$ cat config.mk
export PLATFORM = sky130hd
export DESIGN_NAME = fcr_regs
export DESIGN_NICKNAME = d
export VERILOG_FILES = /design/src/common/fcr_pkg.sv /design/src/logic/fcr_regs.sv
export SDC_FILE = /design/constraint.sdc
export NUM_CORES = 1
export LEC_CHECK = 0
export BUFFER_PORTS_ARGS = -buffer_cell sky130_fd_sc_hd__buf_2
export CAP_MARGIN = 20
export CORE_MARGIN = 2
export CORE_UTILIZATION = 50
export CTS_BUF_LIST = sky130_fd_sc_hd__clkbuf_8
export DETAILED_ROUTE_END_ITERATION = 10
export PLACE_DENSITY = 0.79
export SLEW_MARGIN = 10
export SYNTH_ARGS = -nofsm -noshare
export SYNTH_HDL_FRONTEND = slang
export SYNTH_SLANG_ARGS = --single-unit
$ cat constraint.sdc
create_clock -name clk -period 23.8 [get_ports clk]
set_input_delay 4.76 -clock clk [delete_from_list [all_inputs] [get_ports clk]]
set_output_delay 4.76 -clock clk [all_outputs]
set_load 0.005 [all_outputs]
$ cat src/common/fcr_pkg.sv
// Package with register map, field layout and timing constants of the flash command register block.
package fcr_pkg;
  // Register byte offsets on APB.
  localparam logic [7:0] OFF_CMD_INDEX = 8'h00;
  localparam logic [7:0] OFF_ECC_INDEX = 8'h04;
  localparam logic [7:0] OFF_STATUS = 8'h08;
  localparam logic [7:0] OFF_PROT = 8'h0C;
  localparam logic [7:0] OFF_CMD_WIN = 8'h10;
  localparam logic [7:0] OFF_RSV_A = 8'h14;
  localparam logic [7:0] OFF_RSV_B = 8'h18;
  localparam logic [7:0] OFF_ECC_WIN = 8'h1C;
  localparam logic [7:0] OFF_OPTION = 8'h20;
  localparam logic [7:0] OFF_RSV_C = 8'h24;
  localparam logic [7:0] OFF_RSV_D = 8'h28;
  localparam logic [7:0] OFF_RSV_E = 8'h2C;
  localparam logic [7:0] OFF_ECC_CLR = 8'h30;
  // Status and clear bit positions.
  localparam int BIT_CCF = 7;
  localparam int BIT_SFLT = 1;
  localparam int BIT_DFLT = 0;
  // Index values of the two windows.
  localparam logic [2:0] IDX_CMD = 3'h0;
  localparam logic [2:0] IDX_ADDR = 3'h1;
  localparam logic [2:0] IDX_DATA0 = 3'h2;
  localparam logic [2:0] IDX_DATA3 = 3'h5;
  localparam int NUM_WORDS = 6;
  // Protection region.
  localparam logic [22:0] DFLASH_BASE = 23'h10_0000;
  localparam int PROT_STEP_SHIFT = 8;
  // Option byte global address and its value on a double fault.
  localparam logic [22:0] OPTION_ADDR = 23'h7F_FF0E;
  localparam logic [7:0] OPTION_ALL_ONES = 8'hFF;
  localparam logic [7:0] DFLASH_PAR_MASK = 8'h3F;
  // Default command execution time.
  localparam int CMD_TIME_NS = 1000;
  localparam int CLK_PERIOD_NS = 10;
  localparam int CMD_CYCLES = (CMD_TIME_NS + CLK_PERIOD_NS - 1) / CLK_PERIOD_NS;
endpackage : fcr_pkg

$ cat src/logic/fcr_regs.sv
// Flash command object, ECC capture, option byte and reserved registers behind APB.
`timescale 1ns/100ps
module fcr_regs #(
  parameter int CMD_CYCLES = fcr_pkg::CMD_CYCLES
) (
  input wire logic clk,
  input wire logic sys_rst,
  input wire logic clk_en,
  input wire logic psel,
  input wire logic penable,
  input wire logic pwrite,
  input wire logic [7:0] paddr,
  input wire logic [31:0] pwdata,
  input wire logic [3:0] pstrb,
  output logic [31:0] prdata,
  output logic pready,
  output logic pslverr,
  input wire logic opt_load_valid,
  input wire logic [7:0] opt_load_byte,
  input wire logic opt_load_dfault,
  input wire logic ecc_sfault,
  input wire logic ecc_dfault,
  input wire logic ecc_is_dflash,
  input wire logic [22:0] ecc_addr,
  input wire logic [7:0] ecc_parity,
  input wire logic [63:0] ecc_data,
  input wire logic cmd_done,
  output logic cmd_start,
  output logic [7:0] cmd_code,
  output logic [22:0] cmd_addr,
  output logic [22:0] prot_end_addr,
  input wire logic res_we,
  input wire logic [2:0] res_idx,
  input wire logic [15:0] res_word
);
  // Elaboration checks.
  // The run counter is sixteen bits wide, so a longer command time cannot be served.
  // A zero command time would let the flag come back before the start pulse had been seen.
  // The word array and the index decode assume six words behind a three-bit index.
  // The protect decode assumes the step shift leaves the region inside the D-Flash window.
  initial begin
    if (CMD_CYCLES < 1 || CMD_CYCLES > 65535) begin
      $error("CMD_CYCLES out of range");
    end
    if (fcr_pkg::NUM_WORDS != 6) begin
      $error("NUM_WORDS must be six");
    end
    if (fcr_pkg::PROT_STEP_SHIFT > 14) begin
      $error("PROT_STEP_SHIFT too large");
    end
  end

  ////////////////////////////////////////////////////////////////////////////
  // Decode.
  // All internal state of the block is declared here, grouped by concern.
  // The command words form a small array held in flops, because the engine
  // reads the command code and address from them for the whole run.
  // The capture registers keep the fault details, D-Flash ones masked; the visible word is
  // chosen later by the ECC index, so no data is lost by reading.
  // The run counter and the running flag form the minimum-time guard
  // between a launch and the return of the command-complete flag.
  logic access;
  logic wr;
  logic [15:0] cmd_words [fcr_pkg::NUM_WORDS];
  logic [2:0] cmd_idx_reg;
  logic [2:0] ecc_idx_reg;
  logic ccf_reg;
  logic [4:0] prot_reg;
  logic [7:0] option_reg;
  logic sflt_reg;
  logic dflt_reg;
  logic [7:0] cap_par_reg;
  logic [22:0] cap_addr_reg;
  logic [63:0] cap_data_reg;
  logic cap_dfl_reg;
  logic [15:0] run_cnt_reg;
  logic running_reg;

  // Writes take effect in the access phase; the slave answers with no wait state.
  // Because pready is high in the first access cycle, one access cycle is the
  // only cycle in which access is true, so every write lands exactly once.
  // The clock enable is folded in here so that a frozen block ignores the bus.
  assign access = psel & penable & clk_en;
  assign wr = access & pwrite;

  // Merges byte lanes of a write into a 16-bit word.
  // Only the two low lanes carry window data; the upper lanes are ignored,
  // so software may use byte, half-word or word stores alike.
  // A lane that is not strobed keeps the old byte of the word.
  function automatic logic [15:0] merge16(input logic [15:0] old, input logic [31:0] d, input logic [3:0] s);
    merge16 = old;
    if (s[0]) begin
      merge16[7:0] = d[7:0];
    end
    if (s[1]) begin
      merge16[15:8] = d[15:8];
    end
  endfunction : merge16

  // True when the access selects a given register offset.
  // Kept as a function so every write decode compares the address the same way.
  function automatic logic hit(input logic [7:0] a, input logic [7:0] off);
    hit = (a == off);
  endfunction : hit

  ////////////////////////////////////////////////////////////////////////////
  // Index and protection registers.
  // These are plain byte registers written through lane zero.
  // The indices are three bits wide, so every value is legal; the unused
  // positions are handled by the read path, not by refusing the write.
  // The protect size code is kept here and decoded in its own process.
  always_ff @(posedge clk or posedge sys_rst) begin
    if (sys_rst) begin
      cmd_idx_reg <= 3'h0;
      ecc_idx_reg <= 3'h0;
      prot_reg <= 5'h00;
    end else if (wr && pstrb[0]) begin
      if (hit(paddr, fcr_pkg::OFF_CMD_INDEX)) begin
        cmd_idx_reg <= pwdata[2:0];
      end
      if (hit(paddr, fcr_pkg::OFF_ECC_INDEX)) begin
        ecc_idx_reg <= pwdata[2:0];
      end
      if (hit(paddr, fcr_pkg::OFF_PROT)) begin
        prot_reg <= pwdata[4:0];
      end
    end
  end

  // Protected region end address: base plus 256 bytes per code step.
  // The region always starts at the D-Flash base, so only the end is decoded.
  // The result is registered so that the output comes straight from a flop;
  // it therefore follows a new code one clock later.
  // The arithmetic is done at the width of the address and cut on purpose.
  always_ff @(posedge clk or posedge sys_rst) begin
    if (sys_rst) begin
      prot_end_addr <= 23'h0;
    end else if (clk_en) begin
      prot_end_addr <= fcr_pkg::DFLASH_BASE + 23'((({18'h0, prot_reg} + 23'h1) << fcr_pkg::PROT_STEP_SHIFT) - 23'h1);
    end
  end

  ////////////////////////////////////////////////////////////////////////////
  // Command launch and completion.
  // A launch is a write of 1 to the flag bit while the flag is 1.
  // Writing 1 while a command runs does nothing, so a second launch cannot
  // overtake the first; writing 0 never touches the flag.
  logic launch;
  assign launch = wr && hit(paddr, fcr_pkg::OFF_STATUS) && pstrb[0] && pwdata[fcr_pkg::BIT_CCF] && ccf_reg;

  // Flag, start pulse and run counter.
  // The counter enforces a minimum run time even if the engine reports done
  // at once, which keeps the lock window long enough for the engine to copy
  // its parameters. The flag returns only when both conditions hold.
  always_ff @(posedge clk or posedge sys_rst) begin
    if (sys_rst) begin
      ccf_reg <= 1'b1;
      cmd_start <= 1'b0;
      running_reg <= 1'b0;
      run_cnt_reg <= 16'h0000;
    end else if (clk_en) begin
      cmd_start <= launch;
      if (launch) begin
        ccf_reg <= 1'b0;
        running_reg <= 1'b1;
        run_cnt_reg <= 16'(CMD_CYCLES);
      end else if (running_reg) begin
        if (run_cnt_reg != 16'h0000) begin
          run_cnt_reg <= run_cnt_reg - 16'h0001;
        end
        if (cmd_done && run_cnt_reg <= 16'h0001) begin
          ccf_reg <= 1'b1;
          running_reg <= 1'b0;
        end
      end
    end
  end

  // Command code and target address for the engine.
  // They are fixed slices of the word flops, so they are glitch free; software writes
  // are locked during the run, but an engine result write to word 0 or 1 changes them.
  assign cmd_code = cmd_words[fcr_pkg::IDX_CMD][15:8];
  assign cmd_addr = {cmd_words[fcr_pkg::IDX_CMD][6:0], cmd_words[fcr_pkg::IDX_ADDR]};

  // Command object words, one process per word.
  // The engine may write results only while a command runs, and software
  // only while the flag is 1, so the two writers never meet in one cycle.
  // On software writes, bit 7 of word 0 is forced to zero because it sits above the address.
  for (genvar i = 0; i < fcr_pkg::NUM_WORDS; i++) begin : g_cmd
    always_ff @(posedge clk or posedge sys_rst) begin
      if (sys_rst) begin
        cmd_words[i] <= 16'h0000;
      end else if (clk_en) begin
        if (res_we && !ccf_reg && res_idx == 3'(i)) begin
          cmd_words[i] <= res_word;
        end else if (wr && ccf_reg && hit(paddr, fcr_pkg::OFF_CMD_WIN) && cmd_idx_reg == 3'(i)) begin
          cmd_words[i] <= merge16(cmd_words[i], pwdata, pstrb);
          if (i == 0) begin
            cmd_words[i][7] <= 1'b0;
          end
        end
      end
    end
  end

  ////////////////////////////////////////////////////////////////////////////
  // ECC fault capture.
  // Clears are write-one per flag, so software may clear one kind of fault
  // while the other stays held.
  // A double fault may replace held single details, never the reverse, and
  // a single fault that arrives with a double one is dropped.
  logic clr_s;
  logic clr_d;
  logic take_d;
  logic take_s;
  assign clr_s = wr && hit(paddr, fcr_pkg::OFF_ECC_CLR) && pstrb[0] && pwdata[fcr_pkg::BIT_SFLT];
  assign clr_d = wr && hit(paddr, fcr_pkg::OFF_ECC_CLR) && pstrb[0] && pwdata[fcr_pkg::BIT_DFLT];
  assign take_d = ecc_dfault && !dflt_reg;
  assign take_s = ecc_sfault && !ecc_dfault && !sflt_reg && !dflt_reg;

  // Fault flags: a new fault wins over a clear in the same cycle.
  // Losing a fault to a clear would let fresh details be overwritten unseen.
  always_ff @(posedge clk or posedge sys_rst) begin
    if (sys_rst) begin
      sflt_reg <= 1'b0;
      dflt_reg <= 1'b0;
    end else if (clk_en) begin
      sflt_reg <= ecc_sfault | (sflt_reg & ~clr_s);
      dflt_reg <= ecc_dfault | (dflt_reg & ~clr_d);
    end
  end

  // Captured details.
  // D-Flash faults carry six parity bits and one data word, so the rest is
  // cleared at capture and reads back as zero.
  always_ff @(posedge clk or posedge sys_rst) begin
    if (sys_rst) begin
      cap_par_reg <= 8'h00;
      cap_addr_reg <= 23'h0;
      cap_data_reg <= 64'h0;
      cap_dfl_reg <= 1'b0;
    end else if (clk_en && (take_d || take_s)) begin
      cap_par_reg <= ecc_is_dflash ? (ecc_parity & fcr_pkg::DFLASH_PAR_MASK) : ecc_parity;
      cap_addr_reg <= ecc_addr;
      cap_data_reg <= ecc_is_dflash ? {48'h0, ecc_data[15:0]} : ecc_data;
      cap_dfl_reg <= ecc_is_dflash;
    end
  end

  // Visible ECC word.
  // Bit 7 of word 0 has no meaning and reads as zero.
  logic [15:0] ecc_word;
  always_comb begin
    unique case (ecc_idx_reg)
      3'h0: ecc_word = {cap_par_reg, 1'b0, cap_addr_reg[22:16]};
      3'h1: ecc_word = cap_addr_reg[15:0];
      3'h2: ecc_word = cap_data_reg[15:0];
      3'h3: ecc_word = cap_dfl_reg ? 16'h0000 : cap_data_reg[31:16];
      3'h4: ecc_word = cap_dfl_reg ? 16'h0000 : cap_data_reg[47:32];
      3'h5: ecc_word = cap_dfl_reg ? 16'h0000 : cap_data_reg[63:48];
      default: ecc_word = 16'h0000;
    endcase
  end

  ////////////////////////////////////////////////////////////////////////////
  // Option byte, loaded by the reset sequence.
  // Software has no write path to this register at all.
  // A double fault on the load sets every bit, the safe default for options.
  always_ff @(posedge clk or posedge sys_rst) begin
    if (sys_rst) begin
      option_reg <= 8'h00;
    end else if (clk_en && opt_load_valid) begin
      option_reg <= opt_load_dfault ? fcr_pkg::OPTION_ALL_ONES : opt_load_byte;
    end
  end

  ////////////////////////////////////////////////////////////////////////////
  // Read mux and bus answer.
  // The command window reads zero at the two unused index positions.
  logic [15:0] cmd_word;
  assign cmd_word = (cmd_idx_reg > fcr_pkg::IDX_DATA3) ? 16'h0000 : cmd_words[cmd_idx_reg];

  logic [31:0] rd_next;
  logic err_next;
  always_comb begin
    rd_next = 32'h0000_0000;
    err_next = 1'b0;
    unique case (paddr)
      fcr_pkg::OFF_CMD_INDEX: rd_next = {29'h0, cmd_idx_reg};
      fcr_pkg::OFF_ECC_INDEX: rd_next = {29'h0, ecc_idx_reg};
      fcr_pkg::OFF_STATUS: rd_next = {24'h0, ccf_reg, 7'h0};
      fcr_pkg::OFF_PROT: rd_next = {27'h0, prot_reg};
      fcr_pkg::OFF_CMD_WIN: rd_next = {16'h0, cmd_word};
      fcr_pkg::OFF_ECC_WIN: rd_next = {16'h0, ecc_word};
      fcr_pkg::OFF_OPTION: rd_next = {24'h0, option_reg};
      fcr_pkg::OFF_ECC_CLR: rd_next = {30'h0, sflt_reg, dflt_reg};
      fcr_pkg::OFF_RSV_A, fcr_pkg::OFF_RSV_B, fcr_pkg::OFF_RSV_C,
      fcr_pkg::OFF_RSV_D, fcr_pkg::OFF_RSV_E: rd_next = 32'h0000_0000;
      default: err_next = 1'b1;
    endcase
  end

  // Registered answer: pready rises in the first access cycle and drops after it.
  // Read data is taken in the setup cycle and held until the next read, so it
  // stands at the edge where the master samples pready.
  always_ff @(posedge clk or posedge sys_rst) begin
    if (sys_rst) begin
      prdata <= 32'h0000_0000;
      pready <= 1'b0;
      pslverr <= 1'b0;
    end else if (clk_en) begin
      pready <= psel & ~penable;
      pslverr <= psel & ~penable & err_next;
      if (psel && !penable && !pwrite) begin
        prdata <= rd_next;
      end
    end
  end
endmodule : fcr_regs

; Word level (Yosys, flattened, before mapping)
; Cells that the tools add are included.
[totals]
reg_bits = 289
input_bits = 179
elab_cells = 201
[op_classes]
n_addsub = 4
order_cmp = 3
eq_ne = 27
muxes = 37
bitwise_logic = 13
reduce_logical = 86
[ops]
columns = operator, n
row1 = 16-bit two-way mux, 21
row2 = 16-bit case mux with 8 select lines, 1
row3 = 16-bit case mux with 6 select lines, 1
row4 = 64-bit two-way mux, 1
row5 = 16-bit binary-select mux with 3-bit select, 1
row6 = 3-bit AND reduction, 14
row7 = 2-bit nonzero test, 21
row8 = "8-bit by 6-bit == test with 1-bit output, second input constant", 5
row9 = 1-bit logical AND, 33
row10 = "8-bit by 5-bit == test with 1-bit output, second input constant", 4
row11 = 8-bit two-way mux, 4
row12 = "22-bit by 15-bit adder with 23-bit output, first input constant", 1
row13 = "3-bit by 2-bit == test with 1-bit output, second input constant", 6
row14 = "3-bit == test, second input constant", 6
row15 = "8-bit by 4-bit == test with 1-bit output, second input constant", 2
row16 = "16-bit by 1-bit less-or-equal comparator with 1-bit output, second input constant", 1
row17 = 16-bit nonzero test, 1
row18 = "16-bit by 1-bit subtractor with 16-bit output, second input constant", 1
row19 = "14-bit by 1-bit subtractor with 15-bit output, second input constant", 1
row20 = 13-bit OR reduction, 1
row21 = 2-bit AND reduction, 5
row22 = "3-bit by 1-bit == test with 1-bit output, second input constant", 3
row23 = 3-bit zero test, 3
row24 = "8-bit by 3-bit == test with 1-bit output, second input constant", 1
row25 = 12 further kinds, 32

; Logic depth before layout (Yosys ltp)
[logic_depth]
ltp_word = 9
mapped_depth = 8
depth_no_buf = 6

; Worst setup path before layout
; OpenSTA, ideal clock, no wires.
[synth_timing]
path_kind = input port to flip-flop
startpoint = input port paddr[5]
endpoint = register cmd_words (netlist bit cmd_code[0])
setup_time_ns = 0.123
arrival_ns = 6.245
required_ns = 23.677
slack_ns = 17.432
path_stages = 6
path_buffers = 1
cell_sequence = buf_6 nor4b_4 nand4_4 nor4_4 or2b_1 o221a_2
[synth_between]
elab_chain_cells = 5
[synth_rtl]
columns = item, line_no
row1 = "start, declared", fcr_regs.sv:12  ; input wire logic [7:0] paddr,
row2 = 8-bit by 5-bit == test with 1-bit output, fcr_regs.sv:103  ; hit = (a == off);
row3 = 1-bit logical AND (2 in series), fcr_regs.sv:196  ; end else if (wr && ccf_reg && hit(paddr, fcr_pkg::OFF_CMD_WIN) && cmd_idx_reg == 3'(i)) begin
row4 = 2-bit nonzero test (no line), --
row5 = 3-bit AND reduction (no line), --
row6 = "end signal, assigned by index", fcr_regs.sv:195  ; cmd_words[i] <= res_word;
row7 = "end signal, assigned by index", fcr_regs.sv:197  ; cmd_words[i] <= merge16(cmd_words[i], pwdata, pstrb);
row8 = "end, declared", fcr_regs.sv:64  ; logic [15:0] cmd_words [fcr_pkg::NUM_WORDS];
; No other way between the ends.
; A chain may end at the register's enable or synchronous reset.

; Final worst setup path
[layout_timing]
startpoint = input port clk_en
endpoint = register prdata[5]
[layout_between]
elab_chain_cells = 1
[layout_rtl]
columns = item, line_no
row1 = "start, declared", fcr_regs.sv:8  ; input wire logic clk_en,
row2 = 2-bit AND reduction (no line), --
row3 = "end signal, assigned", fcr_regs.sv:315  ; prdata <= rd_next;
row4 = "end, declared", fcr_regs.sv:15  ; output logic [31:0] prdata,
; No other way between the ends.

==> results.sh <==
export IMPL_endpoint_kind="flip-flop"
export IMPL_clkTransAtPathRegs_ns=0.06
export IMPL_r2r_end="cmd_words[21]"
export IMPL_crit_chain="buf_2 > nand3_1 > nor3_2 > o21ai_0 > nand3_1"
export IMPL_crit_top_cell="nand3_1"
export IMPL_worstPathArrival_ns=7.53
export IMPL_grt_max_degree=114
export IMPL_p_leak_uw=0.00700
export IMPL_async_reset_ff_frac=1.00
export IMPL_period_share=0.297
export IMPL_die_w_um=170
export IMPL_clock_latency_ns=0.57
export IMPL_slew_violations=0
export IMPL_slowest_delay_ns=0.87
export IMPL_tritoncts="built"
export IMPL_status="complete, no violations"
export IMPL_cts_buffers=45
export IMPL_fillers=2332
export IMPL_nNetsFinal=1671
export IMPL_path_max_fanout=34
export IMPL_syn_inst=1323
export IMPL_yosysWarnings=0
export IMPL_fin_crit_ns=7.06
export IMPL_area_growth_pct=13.7
export IMPL_cpLargestDelayFamily="simple AND/OR/NAND/NOR gates"
export IMPL_clock_fmax_ghz=0.142
export IMPL_totalNegativeSetupSlack_ns=0
export IMPL_startpoint_type="input port"
export IMPL_wl_per_cell_um=20.0
export IMPL_vias_per_cell=5.87
export IMPL_synth_top_flop_cell="dfrtp_1"
export IMPL_hp_class="flip-flop to flip-flop"
export IMPL_cts_buffer_depth=3
export IMPL_routed_wl_mm=37.9
export IMPL_regToRegSetupSlack_ns=20.79
export IMPL_setup_viol=0
export IMPL_fp_dieH_um=170
export IMPL_clock_skew_ns=0.0337
export IMPL_grt_pass1_vias=10800
export IMPL_hold_viol=0
export IMPL_synth_cell_type_count=75
export IMPL_vdd_drop_max_uv=46.4
export IMPL_yosysSeqAreaShare=0.468
export IMPL_overflow=0
export IMPL_synth_edf_count=0
export IMPL_grt_use_total=0.258
export IMPL_io_pins=268
export IMPL_ys_ff_latch=259
export IMPL_syn_mean_instance_area_um2=10.5
export IMPL_drc=0
export IMPL_worst_path_max_delay_cell="nand3_1"
export IMPL_min_delay_worst_endpoint="prdata[11]"
export IMPL_path_buf_inv=1
export IMPL_placementRows=60
export IMPL_ctsRootBufferMaster="clkbuf_8"
export IMPL_syn_cell_area_mm2=0.0139
export IMPL_start_util=0.511
export IMPL_maxSlewHeadroom=0.316
export IMPL_portBuffers=231
export IMPL_post_cts_resize_count=0
export IMPL_largest_reg_flops=65
export IMPL_grt_pass1_wl_mm=58.7
export IMPL_antenna_found_initial=7
export IMPL_drive_gt1_frac=0.296
export IMPL_r2r_start="cmd_idx_reg[2]"
export IMPL_htreeDepth=2
export IMPL_gp_congestion=0.886
export IMPL_min_path_cells=2
export IMPL_ant_nets=0
export IMPL_path_class="input port to flip-flop"
export IMPL_worstMarginPinSlew_ns=1.03
export IMPL_power_density_mw_per_mm2=71.3
export IMPL_rsz0062_at_grt="false"
export IMPL_ctsHoldBuffers=0
export IMPL_fin_util=0.581
export IMPL_clock_sinks=259
export IMPL_firstDrtPassIters=5
export IMPL_dpl_hpwl_mm=26.9
export IMPL_hold_start="prdata[11]"
export IMPL_post_cts_setup_buffers=0
export IMPL_core_area_mm2=0.0271
export IMPL_cp_required_ns=24.27
export IMPL_worstRegToRegCells=4
export IMPL_die_area_mm2=0.0291
export IMPL_drt_initial_drc_count=979
export IMPL_vias=11100
export IMPL_max_cap_viol_count=0
-- cells in the mapped netlist (all sizes together) (16+ instances only) --
cell,n,area share
or2b,23,0.012
o21ai,67,0.024
o221a,39,0.032
nor2,96,0.026
o22a,33,0.021
nand2b,73,0.033
a22oi,25,0.014
dfrtp,258,0.47
mux2,61,0.050
clkbuf,55,0.015
buf,87,0.042
nand2,109,0.030
a2bb2oi,16,0.010
nand3,21,0.0083
inv,18,0.0049
a21oi,36,0.013
o21a,37,0.020
o22ai,30,0.014
mux2i,56,0.040
-- power by group --
| group | total, µW | internal [µW] | switching, µW | leakage [µW] |
|---|---|---|---|---|
| clock | 402 | 215 | 187 | 0.000504 |
| sequential | 552 | 509 | 42.6 | 0.00321 |
| combinational | 170 | 90.2 | 79.4 | 0.00329 |
-- worst min-delay path: stages (launching register included) --
cell and delay, ns:
dfrtp_1 0.35, nand2_1 0.05, nand2_1 0.05
-- routing by layer --
metal	track usage	vias up	wire [µm]	share of wire
met2	0.402	464	17600	0.46
li1	-	5080	-	-
met1	0.349	5474	15800	0.42
met3	0.0656	96	3270	0.086
met5	0	-	31	0.00082
met4	0.0955	4	1200	0.032
-- metrics by stage --
step                hold WS [ns]  instances  worst slack [ns]  power, µW  instance area (µm²)
detailed placement         0.451       1809             16.26        728                14800
CTS                        0.474       1886             16.82       1130                15700
global placement           0.447       1808             16.28        720                14800
floorplan                  0.442       1340             11.91        676                13900
global route               0.489       1892             16.50       1170                15700
finish                     0.472       1895             16.74       1120                15800
-- placed cells by master, fill, tap and decap left out, types with 16 or more instances in the layout --
| master | synthesis | layout |
|---|---|---|
| o21a_1 | 36 | 36 |
| nand2b_1 | 73 | 73 |
| o21ai_0 | 67 | 67 |
| nand3_1 | 19 | 19 |
| a22oi_1 | 25 | 25 |
| nand2_1 | 109 | 109 |
| a2bb2oi_1 | 16 | 16 |
| a21oi_1 | 35 | 35 |
| mux2i_1 | 56 | 56 |
| mux2_2 | 61 | 61 |
| nor2_1 | 96 | 96 |
| inv_1 | 18 | 30 |
| conb_1 | 1 | 18 |
| dfrtp_1 | 258 | 257 |
| buf_2 | 14 | 231 |
| o221a_2 | 39 | 39 |
| o22ai_1 | 30 | 30 |
| or2b_1 | 23 | 23 |
| o22a_1 | 33 | 33 |
| clkbuf_8 | 0 | 57 |
-- area by class of cell --
class	instances	area, µm²	area share
clock buffer	57	785	0.0498
timing repair buffer	242	1240	0.0789
tap	372	465	0.0295
sequential	259	6480	0.412
clock inverter	20	93.8	0.00596
multi-input combinational	921	6600	0.419
antenna	6	15.0	0.000953
inverter	18	75.1	0.00476
-- logic make-up (layout without fill, tap and decap cells) --
group	after synthesis	in the layout	synth area share
adder cells (fa/ha/maj)	5	5	0.00452
multiplexers	126	126	0.105
flip-flops	259	259	0.468
AND/OR/NAND/NOR	415	415	0.166
buffers and inverters	160	337	0.0620
AO/OA/AOI/OAI	336	336	0.181
XOR/XNOR	21	21	0.0133
other	1	24	0.000271
-- how the worst max path moves through the flow --
stage	startpoint	endpoint	slack, ns	cells after the start
5_1_grt	clk_en	prdata[6]	16.50	5
2_1_floorplan	sys_rst	cap_addr_reg[0]	11.91	1
3_5_place_dp	clk_en	prdata[5]	16.26	5
6_report	clk_en	prdata[5]	16.74	5
3_3_place_gp	clk_en	prdata[6]	16.28	5
4_1_cts	clk_en	prdata[5]	16.82	5
No activity file was read; power rests on OpenSTA's default activity.
